$ cat src/rtl/dbm_consts.svh
// field positions, reset values and counts of the base mode word
`ifndef DBM_CONSTS_SVH
`define DBM_CONSTS_SVH
`define DBM_MODE_W 19
`define DBM_MODE_RST 19'h00000
`define DBM_RSVD_MASK 19'h4e080
`define DBM_BL_LSB 0
`define DBM_BT_BIT 3
`define DBM_CL_LO_BIT 2
`define DBM_CL_LSB 4
`define DBM_DLL_RST_BIT 8
`define DBM_WR_LSB 9
`define DBM_PD_BIT 12
`define DBM_BL_FIXED8 2'h0
`define DBM_BL_OTF 2'h1
`define DBM_BL_CHOP4 2'h2
`define DBM_DLL_LOCK_CYCLES 512
`define DBM_FIFO_DEPTH 8
`endif

$ cat src/rtl/dbm_pkg.sv
// types shared by the base mode block
package dbm_pkg;
  typedef enum logic [1:0] {cmd_nop, cmd_mode_set, cmd_read, cmd_write} dbm_cmd_t;
  typedef enum logic [1:0] {st_idle, st_rd_wait, st_rd_burst, st_wr_burst} dbm_state_t;
endpackage

$ cat src/rtl/dbm_fifo_if.sv
// stream carrier between the core and its write fifo
`timescale 1ns/1ps
`default_nettype none
interface dbm_fifo_if #(parameter int W = 8);
  logic in_valid;
  logic in_ready;
  logic [W-1:0] in_data;
  logic out_valid;
  logic out_ready;
  logic [W-1:0] out_data;
  modport fifo (input in_valid, in_data, out_ready, output in_ready, out_valid, out_data);
  modport user (output in_valid, in_data, out_ready, input in_ready, out_valid, out_data);
endinterface
`default_nettype wire

$ cat src/rtl/dbm_fifo.sv
// write beat fifo with registered storage
`timescale 1ns/1ps
`default_nettype none
module dbm_fifo
  import dbm_pkg::*;
#(
  parameter int W = 8,
  parameter int DEPTH = 8
)(
  // clock and reset
  input wire logic core_clk,
  input wire logic rst_n,
  // stream
  dbm_fifo_if.fifo f
);
  localparam int PW = $clog2(DEPTH);
  localparam int CW = $clog2(DEPTH + 1);
  logic [W-1:0] mem [DEPTH];
  logic [PW-1:0] wr_ptr, rd_ptr, next_wr_ptr, next_rd_ptr;
  logic [CW-1:0] count, next_count;
  logic push, pop;

  assign f.in_ready = (count != CW'(DEPTH));
  assign f.out_valid = (count != '0);
  assign f.out_data = mem[rd_ptr];
  assign push = f.in_valid && f.in_ready;
  assign pop = f.out_valid && f.out_ready;

  always_comb
  begin
    next_wr_ptr = push ? PW'(wr_ptr + 1'b1) : wr_ptr;
    next_rd_ptr = pop ? PW'(rd_ptr + 1'b1) : rd_ptr;
    next_count = count;
    if (push && !pop)
      next_count = CW'(count + 1'b1);
    else if (pop && !push)
      next_count = CW'(count - 1'b1);
  end

  always_ff @(posedge core_clk)
  begin
    if (!rst_n)
    begin
      wr_ptr <= '0;
      rd_ptr <= '0;
      count <= '0;
    end
    else
    begin
      wr_ptr <= next_wr_ptr;
      rd_ptr <= next_rd_ptr;
      count <= next_count;
    end
  end

  always_ff @(posedge core_clk)
  begin
    if (push)
      mem[wr_ptr] <= f.in_data;
  end
endmodule
`default_nettype wire

$ cat src/rtl/dbm_mode_core.sv
// base mode word decode, burst ordering, read latency and dll reset
`timescale 1ns/1ps
`default_nettype none
`include "dbm_consts.svh"
module dbm_mode_core
  import dbm_pkg::*;
#(
  parameter int DATA_W = 8,
  parameter int COL_W = 10,
  parameter int FIFO_DEPTH = `DBM_FIFO_DEPTH,
  parameter int DLL_LOCK_CYCLES = `DBM_DLL_LOCK_CYCLES
)(
  // clock and reset
  input wire logic core_clk,
  input wire logic rst_n,
  // command and address
  input wire logic cmd_valid,
  input wire dbm_cmd_t cmd_kind,
  output logic cmd_ready,
  input wire logic [`DBM_MODE_W-1:0] mode_in,
  input wire logic [COL_W-1:0] col_addr,
  input wire logic burst_select_line,
  // power-down state
  input wire logic pd_active,
  // data and strobe pins
  input wire logic [DATA_W-1:0] dq_in,
  input wire logic wr_beat_valid,
  output logic wr_beat_ready,
  output logic [DATA_W-1:0] dq_out,
  output logic dq_oe,
  output logic strobe_oe,
  // array side
  output logic [COL_W-1:0] rd_col,
  output logic rd_col_valid,
  input wire logic [DATA_W-1:0] rd_data,
  output logic [COL_W+DATA_W-1:0] array_wr_word,
  output logic array_wr_valid,
  input wire logic array_wr_ready,
  // decoded settings
  output logic [3:0] read_latency,
  output logic [3:0] write_recovery,
  output logic interleaved,
  output logic dll_running,
  output logic dll_locked,
  output logic dll_reset_pending
);
  localparam int DW = $clog2(DLL_LOCK_CYCLES + 1);
  localparam int FW = COL_W + DATA_W;

  dbm_state_t state, next_state;
  logic [`DBM_MODE_W-1:0] mode, next_mode;
  logic [3:0] lat_cnt, next_lat_cnt;
  logic [2:0] beat, next_beat;
  logic cur_chop, next_cur_chop;
  logic [COL_W-1:0] start_col, next_start_col;
  logic [DW-1:0] dll_cnt, next_dll_cnt;
  logic [DATA_W-1:0] next_dq_out;
  logic next_dq_oe;
  logic cmd_take, wr_take, drop_slot;
  logic [2:0] cur_col;

  dbm_fifo_if #(.W(FW)) wq ();

  dbm_fifo #(.W(FW), .DEPTH(FIFO_DEPTH)) u_fifo (
    .core_clk(core_clk),
    .rst_n(rst_n),
    .f(wq)
  );

  // chop decision for a command
  function automatic logic chop_of(input logic [1:0] bl, input logic sel);
    logic c;
    c = 1'b0;
    if (bl == `DBM_BL_CHOP4)
      c = 1'b1;
    else if (bl == `DBM_BL_OTF)
      c = !sel;
    return c;
  endfunction

  // low column bits of one beat
  function automatic logic [2:0] beat_col(input logic [2:0] s, input logic [2:0] idx,
                                          input logic ilv, input logic chop, input logic wr);
    logic [2:0] c;
    if (wr)
      c = chop ? {s[2], idx[1:0]} : idx;
    else if (ilv)
      c = s ^ idx;
    else
      c = {s[2] ^ idx[2], 2'(s[1:0] + idx[1:0])};
    return c;
  endfunction

  // read latency field decode
  function automatic logic [3:0] cl_decode(input logic [2:0] code, input logic lo);
    logic [4:0] v;
    v = lo ? 5'(5'h0c + code) : 5'(5'h04 + code);
    if (v == 5'h04)
      v = 5'h05;
    if (v > 5'h0e)
      v = 5'h0e;
    return v[3:0];
  endfunction

  // write recovery field decode
  function automatic logic [3:0] wr_decode(input logic [2:0] code);
    logic [3:0] v;
    if (code == 3'h0)
      v = 4'he;
    else if (code <= 3'h4)
      v = {1'b0, code} + 4'h4;
    else
      v = {code, 1'b0};
    return v;
  endfunction

  assign read_latency = cl_decode(mode[`DBM_CL_LSB+2:`DBM_CL_LSB], mode[`DBM_CL_LO_BIT]);
  assign write_recovery = wr_decode(mode[`DBM_WR_LSB+2:`DBM_WR_LSB]);
  assign interleaved = mode[`DBM_BT_BIT];
  // dll stops in power-down when bit clear
  // dll keeps running when bit set
  assign dll_running = !(pd_active && !mode[`DBM_PD_BIT]);
  assign dll_locked = (dll_cnt == '0);
  assign dll_reset_pending = mode[`DBM_DLL_RST_BIT];
  assign strobe_oe = dq_oe;

  assign cmd_ready = (state == st_idle);
  assign cmd_take = cmd_valid && cmd_ready;
  // sequential order, interleaved order, write order
  assign cur_col = beat_col(start_col[2:0], beat, interleaved, cur_chop,
                            state == st_wr_burst);
  // beats wrap inside the aligned block
  assign rd_col = {start_col[COL_W-1:3], cur_col};
  assign rd_col_valid = (state == st_rd_burst) && !(cur_chop && beat[2]);

  // chop slots four to seven are don't care
  assign drop_slot = cur_chop && beat[2];
  assign wr_beat_ready = (state == st_wr_burst) && (wq.in_ready || drop_slot);
  assign wr_take = wr_beat_valid && wr_beat_ready;
  assign wq.in_valid = (state == st_wr_burst) && wr_beat_valid && !drop_slot;
  assign wq.in_data = {start_col[COL_W-1:3], cur_col, dq_in};
  assign array_wr_word = wq.out_data;
  assign array_wr_valid = wq.out_valid;
  assign wq.out_ready = array_wr_ready;

  always_comb
  begin
    next_state = state;
    next_mode = mode;
    next_lat_cnt = lat_cnt;
    next_beat = beat;
    next_cur_chop = cur_chop;
    next_start_col = start_col;
    next_dll_cnt = (dll_cnt != '0) ? DW'(dll_cnt - 1'b1) : dll_cnt;
    next_dq_out = dq_out;
    next_dq_oe = 1'b0;
    // self-clear once the dll reset is under way
    if (mode[`DBM_DLL_RST_BIT])
      next_mode[`DBM_DLL_RST_BIT] = 1'b0;
    case (state)
      st_idle:
      begin
        if (cmd_take && cmd_kind == cmd_mode_set)
        begin
          // reserved bits are stored as zero
          next_mode = mode_in & ~`DBM_RSVD_MASK;
          // start of dll reset and lock wait
          if (mode_in[`DBM_DLL_RST_BIT])
            next_dll_cnt = DW'(DLL_LOCK_CYCLES);
        end
        else if (cmd_take && (cmd_kind == cmd_read || cmd_kind == cmd_write))
        begin
          next_cur_chop = chop_of(mode[`DBM_BL_LSB+1:`DBM_BL_LSB], burst_select_line);
          next_start_col = col_addr;
          next_beat = 3'h0;
          // count to edge n plus latency
          next_lat_cnt = read_latency - 4'h2;
          next_state = (cmd_kind == cmd_read) ? st_rd_wait : st_wr_burst;
        end
      end
      st_rd_wait:
      begin
        if (lat_cnt == 4'h0)
          next_state = st_rd_burst;
        else
          next_lat_cnt = lat_cnt - 4'h1;
      end
      st_rd_burst:
      begin
        next_dq_oe = rd_col_valid;
        next_dq_out = rd_data;
        // chop keeps the full eight slot frame
        next_beat = beat + 3'h1;
        if (beat == 3'h7)
          next_state = st_idle;
      end
      st_wr_burst:
      begin
        if (wr_take)
        begin
          next_beat = beat + 3'h1;
          if (beat == 3'h7)
            next_state = st_idle;
        end
      end
      default:
        next_state = st_idle;
    endcase
  end

  always_ff @(posedge core_clk)
  begin
    if (!rst_n)
    begin
      state <= st_idle;
      mode <= `DBM_MODE_RST;
      lat_cnt <= 4'h0;
      beat <= 3'h0;
      cur_chop <= 1'b0;
      start_col <= '0;
      dll_cnt <= '0;
      dq_out <= '0;
      dq_oe <= 1'b0;
    end
    else
    begin
      state <= next_state;
      mode <= next_mode;
      lat_cnt <= next_lat_cnt;
      beat <= next_beat;
      cur_chop <= next_cur_chop;
      start_col <= next_start_col;
      dll_cnt <= next_dll_cnt;
      dq_out <= next_dq_out;
      dq_oe <= next_dq_oe;
    end
  end

  // helper: cycles since a read was taken
  logic [4:0] rd_age;
  logic [3:0] rd_lat;
  always_ff @(posedge core_clk)
  begin
    if (!rst_n)
    begin
      rd_age <= 5'h00;
      rd_lat <= 4'h0;
    end
    else if (cmd_take && cmd_kind == cmd_read)
    begin
      rd_age <= 5'h00;
      rd_lat <= read_latency;
    end
    else if (rd_age != 5'h1f)
      rd_age <= rd_age + 5'h01;
  end
endmodule
`default_nettype wire

$ cat config.mk
export PLATFORM = sky130hd
export DESIGN_NAME = dbm_mode_core
export DESIGN_NICKNAME = d
export VERILOG_FILES = /design/src/rtl/dbm_pkg.sv /design/src/rtl/dbm_fifo_if.sv /design/src/rtl/dbm_fifo.sv /design/src/rtl/dbm_mode_core.sv
export VERILOG_INCLUDE_DIRS = /design/src /design/src/rtl
export SDC_FILE = /design/constraint.sdc
export NUM_CORES = 1
export LEC_CHECK = 0
export ABC_AREA = 1
export ABC_CLOCK_PERIOD_IN_PS = 2700
export BUFFER_PORTS_ARGS = -buffer_cell sky130_fd_sc_hd__buf_2
export CORE_MARGIN = 2
export CORE_UTILIZATION = 58
export CTS_BUF_LIST = sky130_fd_sc_hd__clkbuf_16
export CTS_CLUSTER_SIZE = 20
export DETAILED_ROUTE_END_ITERATION = 12
export PLACE_DENSITY = 0.88
export SLEW_MARGIN = 20
export SYNTH_ARGS = -nofsm -noshare
export SYNTH_HDL_FRONTEND = slang
export SYNTH_SLANG_ARGS = --single-unit
$ cat constraint.sdc
create_clock -name core_clk -period 2.7 [get_ports core_clk]
set_clock_uncertainty 0.15 [all_clocks]
set_input_delay 0.135 -clock core_clk [delete_from_list [all_inputs] [get_ports core_clk]]
set_output_delay 0.135 -clock core_clk [all_outputs]
set_load 0.005 [all_outputs]
==> results.md, run 1 <==
- The flow ran to the end, and the final reports show no timing, DRC or antenna violations.
- The number of global-route vias before repair came to 6944.
- The maximum number of buffers from clock root to sink is 3.
- The number of max-slew violations in the final report came to 0.
- The worst setup margin is 160 ps.
- The worst setup slack after placement is about 290 ps.
- The number of cells in the finished layout apart from fillers is 1191.
- The most critical setup path has its endpoint at array_wr_word[2].
- At the pin with the least slew margin, the transition time is 902 ps.
- The share of synthesized area in the top cell type comes to between 40% and 50%.
- The weighted congestion reported at the end of routability-driven placement is ~0.86.
- Derived from the worst setup path, the maximum achievable clock frequency is approximately 400 MHz.
- Measured in cells, the most critical reg-to-reg path has a length of 13.
- Synthesis produced a netlist with a net count of 913.
- The number of gates resized after CTS was 0.
- In the final layout, the share of cells above drive strength 1 is 17.0%.
- The clock root buffer master is sky130_fd_sc_hd__clkbuf_16.
- In the final routed layout, each cell accounts on average for 17.9 um.
- Summed over all layers, the routed wires come to 21400 um.
- By count the netlist is led by sky130_fd_sc_hd__nor2_1, sky130_fd_sc_hd__edfxtp_1, sky130_fd_sc_hd__o21ai_0.
- The clock sink count is 208.
- In this run the critical register-to-register path is captured at u_fifo.count[3].
- The routed design could run at a clock period as short as 2540 ps.
- The number of distinct library cell variants in the gate-level netlist after synthesis is 37.
- The DRC violation count after routing is 0.
- The wire-length estimate of the detail-placed layout is 11700 um.
- Overall power consumption after layout is estimated at ~9.5 mW.
- The area overhead of the layout relative to synthesis is 21.3%.
- The count of endpoints failing setup in the final report is 0.
- The worst pin sits at a relative slew slack of a little under 40%.
- The signal on the critical path passes through clkinv_2 > buf_12 > o21ai_0 > o22ai_1 > nor2_1 > a31oi_1 > buf_2.
- The data required time of the worst path is 2410 ps.
- The area of the core is 14600 sq um.
- The total congestion overflow is 0.
- The finished cells cover 10600 sq um.
- The number of antenna cells inserted is 0.
- The top cell type by total area after synthesis is sky130_fd_sc_hd__edfxtp_1.
- The start of the worst register-to-register path is state[0].
- By area the synthesized netlist is led by sky130_fd_sc_hd__edfxtp_1, sky130_fd_sc_hd__dfxtp_1, sky130_fd_sc_hd__nor2_1.
- The first global-routing pass estimated approximately 34000 um of wire.
- Setup slack on the worst reg-to-reg path comes out at 270 ps.
- The total of hold buffers inserted after clock tree synthesis is 52.
- The die boundary height is 127 um.
- The count of endpoints failing hold in the final timing report is 0.
- CTS built an H-tree with a depth of 1.
- The mean instance size in the synthesized netlist is ~10 sq um.
- The initial core utilization is 59.8%.
- The number of violations of the max-capacitance limit is 0.
- The tightest min-delay check is of the input pin to flip-flop type.
- The peak supply drop is 0.724 mV.
- In this run, synthesis produced a sequential element count of ~210.
- Measured along the x axis, the die boundary spans 127 um.
- The master of the slowest instance on the critical path is sky130_fd_sc_hd__clkinv_2.
- Synthesis handed over a netlist of 841 instances.
- The Yosys step of the flow raised 0 warnings.
- The portion of the clock cycle consumed by the worst path in the final layout is a little over nine tenths.
- For the worst setup path, the data arrival time is 2260 ps.
- The post-CTS clock slew at the launch and capture registers of the worst setup and hold paths is 60 ps.
- Once the clock tree was built, the setup fixing pass inserted 0 buffers.
- In this run, the number of DRC markers left after iteration 0 of detailed routing was 601.
- The all-layer global routing usage is 26.7%.
- For this run, the share of the core covered by cells in the final layout is between 70 and 80%.
- The CTS tree is built.
- The cell depth of the worst setup path is 7.
- Dividing total power by cell area gives a power density of roughly 900 nW/um^2.
- Of all flip-flops after synthesis, the portion carrying an async set or reset was 0%.
- Setup repair after global routing left no endpoint under its margin.
- The number of antenna violations at the first check in global routing is 0.
- The first TritonRoute pass finished after 5 iterations.
- The largest net degree at the start of global routing is 73.
- The number of synthesized flops with an enable pin is 144.
- Buffers inserted during clock tree synthesis total 22.
- The number of top-level pins is 108.
- The leakage power total is between 4 and 5 nW.
- Summing all placed instances gives a cell area of 9370 sq um.
- The average via count per standard cell is 5.69.
- The count of nets left with antenna violations once routing finished came out at 0.
- The kind of end point of the critical path is an output port.
- The critical path in this run is classified as flip-flop to output port.
- sky130_fd_sc_hd__nor2_1 is the most common cell in the netlist.
- Grouping stages by cell kind, the critical path spends the most delay in buffers and inverters.
- The most used flip-flop cell after synthesis is sky130_fd_sc_hd__edfxtp_1.
- In this run the worst path has a maximum fanout of 40.
- The net count of the finished layout is roughly 1100.
- In this run the cell area of the synthesized design comes to 8720 sq um.
- Together, buffers and inverters on the worst path number 3.
- The floorplan die area is 16000 sq um.
- In this run, placement finished with an instance count of roughly 1100.
- The maximum single-stage delay on the critical path is 380 ps.
- The via count of the routed design is 6774.
- The startpoint type of the worst setup path is a flip-flop.
- The worst-skew pair later-pin latency is ~500 ps.
- The initialized floorplan defines between 40 and 50 standard-cell rows.
- The post-route worst hold slack is 82.5 ps.
- The final-layout setup total negative slack is 0 ps.
- The portion of the post-synthesis area used by sequential elements is 64.3%.
- The number of I/O port buffers is 100.
## cell usage in the layout (no fill, tap or decap), types with 2 or more instances in the layout
master	synthesis	final
sky130_fd_sc_hd__nor2_1	208	208
sky130_fd_sc_hd__edfxtp_1	144	144
sky130_fd_sc_hd__o21ai_0	107	106
sky130_fd_sc_hd__buf_2	14	100
sky130_fd_sc_hd__dfxtp_1	64	63
sky130_fd_sc_hd__inv_1	51	55
sky130_fd_sc_hd__nand2_1	52	52
sky130_fd_sc_hd__dlygate4sd3_1	0	52
sky130_fd_sc_hd__a21oi_1	34	34
sky130_fd_sc_hd__clkbuf_16	0	23
sky130_fd_sc_hd__o22ai_1	19	19
sky130_fd_sc_hd__a31oi_1	19	19
sky130_fd_sc_hd__o21ai_1	17	18
sky130_fd_sc_hd__ha_1	17	17
sky130_fd_sc_hd__nand3_1	16	16
sky130_fd_sc_hd__buf_4	9	15
sky130_fd_sc_hd__nand4_1	11	11
sky130_fd_sc_hd__clkinv_1	1	8
sky130_fd_sc_hd__xor2_1	7	7
sky130_fd_sc_hd__clkinv_2	3	6
sky130_fd_sc_hd__nand2_2	5	5
sky130_fd_sc_hd__inv_2	5	5
sky130_fd_sc_hd__nor2_4	2	2
sky130_fd_sc_hd__a211oi_1	2	2
sky130_fd_sc_hd__xnor2_1	2	2
sky130_fd_sc_hd__nor3_1	2	2
sky130_fd_sc_hd__clkinvlp_4	0	2
sky130_fd_sc_hd__buf_12	0	2
## where the power goes
part	total (mW)	internal (mW)	leakage (nW)	switching [mW]
Combinational	2.83	1.08	1.96	1.75
Sequential	3.87	3.67	1.83	0.198
Clock	2.82	1.63	0.342	1.19
Total	9.52	6.38	4.14	3.14
## state kept, by name, indices dropped and copies added, names as in the netlist, named ones only
signal and count:
state 2, u_fifo.mem 144, dll_cnt 10, dq_out 8, beat 3, start_col 10
cur_chop 1, mode 12, dq_oe 1, u_fifo.wr_ptr 3, u_fifo.count 4, u_fifo.rd_ptr 3
lat_cnt 4
## worst register-to-register path, delay by kind of cell, from the launching register on
family,cells,cell delay (ps)
flops,1,470
fa+ha+maj,2,490
simple gates,5,500
buf+inv,3,340
compound gates,3,360
## layout make-up
type / count / area (sq um)
fill: 946 / 4020
inverter: 60 / 229
tap: 184 / 230
timing repair buffer: 169 / 1170
clock inverter: 17 / 101
clock buffer: 23 / 576
multi-input combinational: 530 / 2660
sequential: 208 / 5610
## logic make-up after synthesis
group | count (synthesis) | synth area share, %
AOI/OAI and AO/OA | 201 | 12.4
xor gates and xnor gates | 9 | 0.904
adders and majority gates | 18 | 2.67
buffers and inverters | 103 | 5.24
DFF | 208 | 64.3
and+or+nand+nor | 302 | 14.5
## worst min-delay path by stage
stage,end,start,cells past startpoint,slack (ps)
CTS,dll_cnt[9],cmd_kind[0],6,50
finish,dll_cnt[9],cmd_kind[0],6,80
global placement,dq_out[1],rd_data[1],3,210
detailed placement,dq_out[7],rd_data[7],3,220
floorplan,u_fifo.mem[0][0],dq_in[0],0,80
global route,dll_cnt[9],cmd_kind[0],6,80
## layer usage
metal  up-vias  track usage, %  routed length [um]  part of all wire (%)
met1      3226            31.8                8240                    39
met5         -               0                   0                     0
met3        62            4.77                1530                   7.2
met2       284            48.0               10900                    51
li1       3202               -                   -                     -
met4         0            10.3                 644                   3.0
Note: power is estimated with default switching activity, not from simulation.
==> run 2: changes to the inputs <==
Settings changed: CORE_UTILIZATION 58 to 30, CTS_CLUSTER_DIAMETER set to 40, PLACE_DENSITY 0.88 to 0.55.
==> run 2 against run 1 <==
Global-route usage fell by 14 points. Setup slack gained 74 ps. Core utilization decreased by 33 points. Sequential cell count is the same. Power is 9.2% higher. Cell count grew 19%. Critical path type unchanged. Critical endpoint is now array_wr_word[11].
==> results.md, run 2 (synthesis gave the netlist of run 1 again) <==
- The net count of the finished layout is 1078 (was 1063).
- The cell depth of the worst setup path was 6 (was 7).
- The post-CTS setup repair buffer count is 0 (unchanged).
- The worst setup margin is 233 ps (was 160 ps).
- The DRC violation count after routing is 0 (unchanged).
- The via count of the routed design is 6434 (was 6774).
- The worst setup slack after placement is 312 ps (was 292 ps).
- The relative max-transition margin is 58.1% (was 39.4%).
- The maximum number of buffers from clock root to sink was 3 (unchanged).
- The global-route wire length before repair is 32100 um (was 34300 um).
- The post-route worst hold slack is 204 ps (was 82.5 ps).
- The largest net degree at the start of global routing was 73 (unchanged).
- The critical path class is flip-flop to output port (unchanged).
- The worst reg-to-reg path cell count is 13 (unchanged).
- The all-layer global routing usage is 13.1% (was 26.7%).
- The post-CTS clock slew at the launch and capture registers of the worst setup and hold paths is 60 ps (about the same).
- The area of the core is 28600 sq um (was 14600 sq um).
- The fraction of final layout cells sized beyond drive strength 1 came to 19.3% (was 17.0%).
- The HPWL after detailed placement was 12100 um (was 11700 um).
- The startpoint type of the worst setup path is a flip-flop (unchanged).
- The routed length per instance came to 14.3 um (was 17.9 um).
- Registers with the highest flip-flop counts: u_fifo.mem x144, mode x12 (unchanged).
- The cell depth of the worst min-delay path was 7 (was 6).
- The number of global-route vias before repair came to 6410 (was 6944).
- The floorplan die area came to 30400 sq um (was 16000 sq um).
- The initial core utilization was 30.5% (was 59.8%).
- The flip-flop count of the largest register after layout came to 144 (unchanged).
- The data required time of the worst path is 2410 ps (about the same).
- The average via count per standard cell is 4.55 (was 5.69).
- The die boundary height is 174 um (was 127 um).
- The width of the chip is 174 um (was 127 um).
- The violation count after the first detailed-route iteration is 328 (was 601).
- The number of rows created at floorplan is 62 (was 44).
- The master of the slowest instance on the critical path was sky130_fd_sc_hd__buf_4 (was sky130_fd_sc_hd__clkinv_2).
- The final wirelength was 20200 um (was 21400 um).
- The start of the worst register-to-register path was state[0] (unchanged).
- Result of the run: complete, no violations (unchanged).
- The kind of end point of the critical path is an output port (unchanged).
- The final critical path time including I/O delays and setup is 2470 ps (was 2540 ps).
- The slew at the pin closest to its max-slew limit is 626 ps (was 902 ps).
- The number of antenna cells inserted was 0 (unchanged).
- The count of endpoints failing setup in the final report is 0 (unchanged).
- Commonest cells after routing, fill and taps aside: sky130_fd_sc_hd__nor2_1, sky130_fd_sc_hd__edfxtp_1, sky130_fd_sc_hd__o21ai_0 (unchanged).
- The maximum level of the CTS H-tree was 1 (unchanged).
- The number of I/O port buffers is 100 (unchanged).
- The capture point of the worst reg-to-reg path was u_fifo.count[3] (unchanged).
- The count of endpoints failing hold in the final timing report came to 0 (unchanged).
- The cell area power density was 927 nW/um^2 (was 901 nW/um^2).
- The final-layout setup total negative slack is 0 ps (unchanged).
- The number of violations of the max-capacitance limit is 0 (unchanged).
- The peak supply drop is 0.550 mV (was 0.724 mV).
- The clock sink count is 208 (unchanged).
- The weighted congestion reported at the end of routability-driven placement is 0.781 (was 0.864).
- The worst endpoint data arrival time is 2180 ps (was 2260 ps).
- The launch instance of the worst min-delay path is cmd_kind[0] (unchanged).
- The number of max-slew violations in the final report came to 0 (unchanged).
- The area overhead of the layout relative to synthesis is 28.6% (was 21.3%).
- The dominant delay contributor by cell family on the critical path is compound AO/OA/AOI/OAI gates (was buffers and inverters).
- The leakage power total is 4.32 nW (was 4.14 nW).
- The register name with the most flops is u_fifo.mem (unchanged).
- The number of placed instances with taps included was 1302 (was 1099).
- The highest clock frequency the design can meet came to 405 MHz (was 394 MHz).
- The number of antenna violations at the first check in global routing came to 0 (unchanged).
- The register-to-register path setup slack was 300 ps (was 270 ps).
- The number of top-level pins is 108 (unchanged).
- The maximum single-stage delay on the critical path is 410 ps (was 380 ps).
- The first-pass detailed-route iteration total is 4 (was 5).
- RSZ-0062 raised after global routing: no (unchanged).
- The worst min-delay path category is input pin to flip-flop (unchanged).
- The worst-skew pair later-pin latency is 540 ps (was 500 ps).
- The number of nets still failing antenna checks after routing is 0 (unchanged).
- The CTS tree is built (unchanged).
- The clock root buffer master is sky130_fd_sc_hd__clkbuf_16 (unchanged).
- The end of the worst hold path is dll_cnt[7] (was dll_cnt[9]).
- The most common cell after layout, fill and taps aside is sky130_fd_sc_hd__nor2_1 (unchanged).
- The portion of the clock cycle consumed by the worst path in the final layout was 91.4% (was 94.1%).
- The maximum fanout along the worst path is 36 (was 40).
- Worst path cell trace: buf_4 > o21ai_0 > o22ai_1 > nor2_1 > a31oi_1 > buf_2 (was clkinv_2 > buf_12 > o21ai_0 > o22ai_1 > nor2_1 > a31oi_1 > buf_2).
- The number of cells in the finished layout apart from fillers is 1413 (was 1191).
- The total congestion overflow is 0 (unchanged).
- The number of buffers and inverters on the critical path was 2 (was 3).
- The number of buffers added by the clock tree synthesis step is 30 (was 22).
## run 2: changes by cell type in the layout (fill, tap and decap cells not counted), moves of 2 or more
cell	previous run	this run
sky130_fd_sc_hd__clkbuf_16	23	30
sky130_fd_sc_hd__nor2_1	208	202
sky130_fd_sc_hd__nor2_2	1	7
sky130_fd_sc_hd__buf_4	15	19
sky130_fd_sc_hd__clkinv_4	0	4
sky130_fd_sc_hd__dlygate4sd3_1	52	56
sky130_fd_sc_hd__clkinv_2	6	9
sky130_fd_sc_hd__bufinv_16	1	3
sky130_fd_sc_hd__inv_1	55	53
## run 2: power by group
group / switching [mW] / total, mW / internal, mW / leakage, nW
registers: 0.192 / 3.87 / 3.67 / 1.83
clock network: 1.42 / 3.75 / 2.32 / 0.491
logic: 1.70 / 2.78 / 1.08 / 1.99
total: 3.32 / 10.4 / 7.08 / 4.32
## run 2: repair_timing
| item | 4_1_cts | 5_1_grt |
|---|---|---|
| setup endpoints to repair | 0 | 5 |
| hold buffers | 56 | 0 |
| resized for setup | 0 | 2 |
| hold endpoints to repair | 122 | 0 |
## run 2: layout make-up
cell class,count,area [sq um]
Multi-Input combinational cell,530,2680
Clock inverter,25,238
Clock buffer,30,751
Timing Repair Buffer,176,1220
Inverter,60,233
Tap cell,384,480
Sequential cell,208,5610
Fill cell,2772,17400
## run 2: worst reg2reg max path, stage by stage, from the launching register on
cell and delay (ps):
sky130_fd_sc_hd__dfxtp_1 450, sky130_fd_sc_hd__nand2_2 130, sky130_fd_sc_hd__inv_2 140, sky130_fd_sc_hd__nand4_4 140, sky130_fd_sc_hd__clkinv_2 90, sky130_fd_sc_hd__ha_1 160
sky130_fd_sc_hd__inv_1 90, sky130_fd_sc_hd__ha_1 320, sky130_fd_sc_hd__nand2_1 80, sky130_fd_sc_hd__nand2_1 60, sky130_fd_sc_hd__o21ai_0 160, sky130_fd_sc_hd__nand3_1 110
sky130_fd_sc_hd__o21ai_0 150, sky130_fd_sc_hd__a21oi_1 60
## run 2: per-layer routing
metal  up-vias  global-route usage (%)  part of all wire, %
met5         -                       0                    0
met4         0                    3.40                  1.9
met3        35                    2.62                  5.4
met2       150                    22.7                   46
met1      3001                    16.8                   47
li1       3248                       -                    -
## run 2: how the worst max path moves through the flow
| stage | start | end |
|---|---|---|
| 5_1_grt | flip-flop | array_wr_word[0] |
| 6_report | flip-flop | array_wr_word[11] |
| 3_3_place_gp | state[0] | u_fifo.count[3] |
| 3_5_place_dp | state[0] | u_fifo.count[3] |
| 4_1_cts | flip-flop | array_wr_word[3] |
| 2_1_floorplan | state[0] | u_fifo.mem[1][0] |
## run 2: stage by stage
step / utilization [%] / area [sq um] / power, mW
after global placement: 33.7 / 9650 / 6.64
after floorplan: - / 8720 / 5.78
after global routing: 39.2 / 11200 / 11.0
after CTS: 39.1 / 11200 / 10.5
final: 39.2 / 11200 / 10.4
after detailed placement: 33.7 / 9650 / 6.67
==> run 3: changes to the inputs <==
Settings changed: PLACE_DENSITY 0.55 to not set, SYNTH_HIERARCHICAL set to 1.
==> run 3 against run 2 <==
Routed wire length up 1.8%. Design area down 0.23%. Global-route usage about the same. Critical path depth unchanged. Combinational power down 6%. Synthesized cell count up 3.6%. Core utilization down 1.1 points. Sequential share of layout area up 0.13 points. Die area up 2.0%. Count of clock-buffer cells in the layout down 2. Hold slack worse by 160 ps. Largest cell class unchanged.
==> results.md, run 3 <==
- Registers with the highest flip-flop counts: u_fifo/mem x144, mode x12 (was u_fifo.mem x144, mode x12).
- The capture point of the worst reg-to-reg path is u_fifo/count[3] (was u_fifo.count[3]).
- The die boundary height was 176 um (was 174 um).
- The number of nets still failing antenna checks after routing is 0 (unchanged).
- Worst path cell trace: ha_1 > nand3_1 > nand2_1 > nor2_1 > xor2_1 > buf_2 (was buf_4 > o21ai_0 > o22ai_1 > nor2_1 > a31oi_1 > buf_2).
- The global-route wire length before repair is 32500 um (was 32100 um).
- The worst min-delay path category is input pin to flip-flop (unchanged).
- The most frequent cell after synthesis is sky130_fd_sc_hd__nor2_1 (unchanged).
- The final-layout setup total negative slack is 0 ps (unchanged).
- Commonest cells in the synthesized netlist: sky130_fd_sc_hd__nor2_1, sky130_fd_sc_hd__edfxtp_1, sky130_fd_sc_hd__nand2_1 (was sky130_fd_sc_hd__nor2_1, sky130_fd_sc_hd__edfxtp_1, sky130_fd_sc_hd__o21ai_0).
- The portion of the post-synthesis area used by sequential elements is 63.0% (was 64.3%).
- The most used flip-flop cell after synthesis was sky130_fd_sc_hd__edfxtp_1 (unchanged).
- The largest net degree at the start of global routing is 73 (unchanged).
- The post-CTS clock slew at the launch and capture registers of the worst setup and hold paths is 50 ps (was 60 ps).
- The count of endpoints failing hold in the final timing report is 0 (unchanged).
- The DRC violation count after routing is 0 (unchanged).
- The startpoint type of the worst setup path is a flip-flop (unchanged).
- The worst setup margin is 314 ps (was 233 ps).
- The HPWL after detailed placement came to 12600 um (was 12100 um).
- The number of buffers added by the clock tree synthesis step came to 26 (was 30).
- The data required time of the worst path is 2410 ps (about the same).
- The first-pass detailed-route iteration total was 6 (was 4).
- The final design instance area without fill is 11200 sq um (about the same).
- The average via count per standard cell is 4.50 (was 4.55).
- The width of the chip is 176 um (was 174 um).
- The worst-skew pair later-pin latency is 520 ps (was 540 ps).
- The routed length per instance came to 14.4 um (was 14.3 um).
- The area overhead of the layout relative to synthesis came to 25.7% (was 28.6%).
- The post-synthesis instance total was 871 (was 841).
- The placement-stage cell area is 9780 sq um (was 9650 sq um).
- Largest cells by area after synthesis: sky130_fd_sc_hd__edfxtp_1, sky130_fd_sc_hd__dfxtp_1, sky130_fd_sc_hd__nor2_1 (unchanged).
- The via count of the routed design was 6450 (was 6434).
- The final critical path time including I/O delays and setup is 2390 ps (was 2470 ps).
- The number of synthesized register bits was 208 (unchanged).
- The CTS tree is built (unchanged).
- The area of the core came to 29400 sq um (was 28600 sq um).
- The maximum number of buffers from clock root to sink was 3 (unchanged).
- The cell area power density is 900 nW/um^2 (was 927 nW/um^2).
- The cell depth of the worst min-delay path came to 3 (was 7).
- The flip-flop count of the largest register after layout is 144 (unchanged).
- The kind of end point of the critical path is an output port (unchanged).
- The number of global-route vias before repair is 6320 (was 6410).
- The net count of the finished layout was 1093 (was 1078).
- The share of the core filled with cells is 38.0% (was 39.2%).
- The top cell type by total area after synthesis is sky130_fd_sc_hd__edfxtp_1 (unchanged).
- The initial core utilization is 30.3% (was 30.5%).
- The area share of the largest cell type after synthesis is 48.6% (was 49.6%).
- The floorplan die area is 31000 sq um (was 30400 sq um).
- The launch instance of the worst min-delay path was cmd_valid (was cmd_kind[0]).
- The violation count after the first detailed-route iteration came to 446 (was 328).
- The number of distinct library cell variants in the gate-level netlist after synthesis is 36 (was 37).
- Result of the run: complete, no violations (unchanged).
- The most common cell after layout, fill and taps aside is sky130_fd_sc_hd__nor2_1 (unchanged).
- The maximum level of the CTS H-tree was 1 (unchanged).
- The async set-or-reset flop fraction in the synthesized netlist is 0% (unchanged).
- The post-CTS setup repair buffer count is 0 (unchanged).
- The clock root buffer master was sky130_fd_sc_hd__clkbuf_16 (unchanged).
- The maximum single-stage delay on the critical path was 560 ps (was 410 ps).
- The leakage power total is 4.40 nW (was 4.32 nW).
- The peak supply drop was 0.420 mV (was 0.550 mV).
- The combinational group share of total power is 26.0% (was 26.8%).
- The highest clock frequency the design can meet is 419 MHz (was 405 MHz).
- The critical path class was flip-flop to output port (unchanged).
- The number of antenna violations at the first check in global routing is 0 (unchanged).
- The number of antenna cells inserted is 0 (unchanged).
- The register share of total power is 38.5% (was 37.2%).
- The worst endpoint data arrival time came to 2100 ps (was 2180 ps).
- The master of the slowest instance on the critical path is sky130_fd_sc_hd__xor2_1 (was sky130_fd_sc_hd__buf_4).
- The slew at the pin closest to its max-slew limit is 678 ps (was 626 ps).
- The start of the worst register-to-register path is u_fifo/count[1] (was state[0]).
- The register name with the most flops is u_fifo/mem (was u_fifo.mem).
- The number of rows created at floorplan is 63 (was 62).
- The clock sink count was 208 (unchanged).
- The total of hold buffers inserted after clock tree synthesis was 48 (was 56).
- The fraction of final layout cells sized beyond drive strength 1 came to 19.6% (was 19.3%).
- Commonest cells after routing, fill and taps aside: sky130_fd_sc_hd__nor2_1, sky130_fd_sc_hd__edfxtp_1, sky130_fd_sc_hd__nand2_1 (was sky130_fd_sc_hd__nor2_1, sky130_fd_sc_hd__edfxtp_1, sky130_fd_sc_hd__o21ai_0).
- The portion of the clock cycle consumed by the worst path in the final layout is 88.4% (was 91.4%).
- The worst setup slack after placement came to 452 ps (was 312 ps).
- The mean instance size in the synthesized netlist is 10.2 sq um (was 10.4 sq um).
- RSZ-0062 raised after global routing: no (unchanged).
- The net count after synthesis came to 942 (was 913).
- The total congestion overflow is 0 (unchanged).
- The net switching power of the design came to 3.27 mW (was 3.32 mW).
- The weighted congestion reported at the end of routability-driven placement came to 0.794 (was 0.781).
- The internal power component is 6.80 mW (was 7.08 mW).
- The switching power share of the total is 32.5% (was 31.9%).
- The post-route worst hold slack came to 42.1 ps (was 204 ps).
- The number of I/O port buffers is 100 (unchanged).
- The end of the worst hold path is mode[10] (was dll_cnt[7]).
- The number of max-slew violations in the final report is 0 (unchanged).
- The maximum fanout along the worst path came to 9 (was 36).
- The post-CTS resize count is 0 (unchanged).
- The count of endpoints failing setup in the final report was 0 (unchanged).
- The total number of yosys warnings came to 6 (was 0).
- The number of synthesized flops with an enable pin is 144 (unchanged).
- The final wirelength came to 20600 um (was 20200 um).
- The cell area after synthesis is 8900 sq um (was 8720 sq um).
- The worst reg-to-reg path cell count is 13 (unchanged).
- The number of violations of the max-capacitance limit is 0 (unchanged).
- The register-to-register path setup slack is 430 ps (was 300 ps).
- The all-layer global routing usage is 13.1% (about the same).
- The clock share of power was 35.5% (was 36.0%).
- The number of top-level pins was 108 (unchanged).
- The relative max-transition margin was 54.6% (was 58.1%).
## run 3: per-layer routing
layer / vias up / global-route usage, % / share of wire (%)
li1: 3272 / - / -
met1: 2990 / 16.8 / 45
met2: 164 / 22.8 / 48
met3: 24 / 2.65 / 5.6
met4: 0 / 2.79 / 1.3
met5: - / 0 / 0
## run 3: how the worst max path moves through the flow
stage                          from               end  slack, ps  cells past startpoint
global placement    u_fifo/count[1]   u_fifo/count[3]        470                     13
floorplan                  state[1]  u_fifo/mem[0][0]        280                      6
global route                beat[0]         rd_col[1]        110                      6
CTS                         beat[0]         rd_col[1]        260                      6
detailed placement  u_fifo/count[1]   u_fifo/count[3]        450                     13
finish                      beat[0]         rd_col[1]        310                      6
## run 3: final cells by class
cell class                 instances  area, sq um
clock buffer                      28          701
clock inverter                    20          226
fill                            2858        18200
inverter                          54          208
multi-input combinational        567         2810
sequential                       208         5610
tap                              390          488
timing repair buffer             165         1150
## run 3: critical path, delay by kind of cell (launching register included)
kind	cells	cell delay [ps]
and+or+nand+nor	3	240
xor gates and xnor gates	1	560
adders and majority gates	1	220
buffers and inverters	1	240
DFF	1	340
## run 3: power by group through the flow
stage	registers (mW)	clock network, mW	logic (mW)
finish	3.87	3.57	2.62
global route	3.91	3.81	3.02
CTS	3.88	3.67	2.65
detailed placement	3.94	0	2.57
global placement	3.94	0	2.54
floorplan	3.83	0	1.97
## run 3: cells by family (layout without fill, tap and decap cells)
| kind of cell | count (synthesis) | count (layout) | synth area share (%) |
|---|---|---|---|
| AO/OA/AOI/OAI | 195 | 195 | 11.5 |
| XOR/XNOR | 13 | 13 | 1.28 |
| flip-flops | 208 | 208 | 63.0 |
| AND/OR/NAND/NOR | 342 | 342 | 16.1 |
| adder cells (fa/ha/maj) | 17 | 17 | 2.48 |
| buffers and inverters | 96 | 267 | 5.61 |
## run 3: per-stage QoR
step | std cells | total power [mW]
2_1_floorplan | 871 | 5.80
3_3_place_gp | 1336 | 6.47
3_5_place_dp | 1336 | 6.51
4_1_cts | 1432 | 10.2
5_1_grt | 1432 | 10.7
6_report | 1432 | 10.1
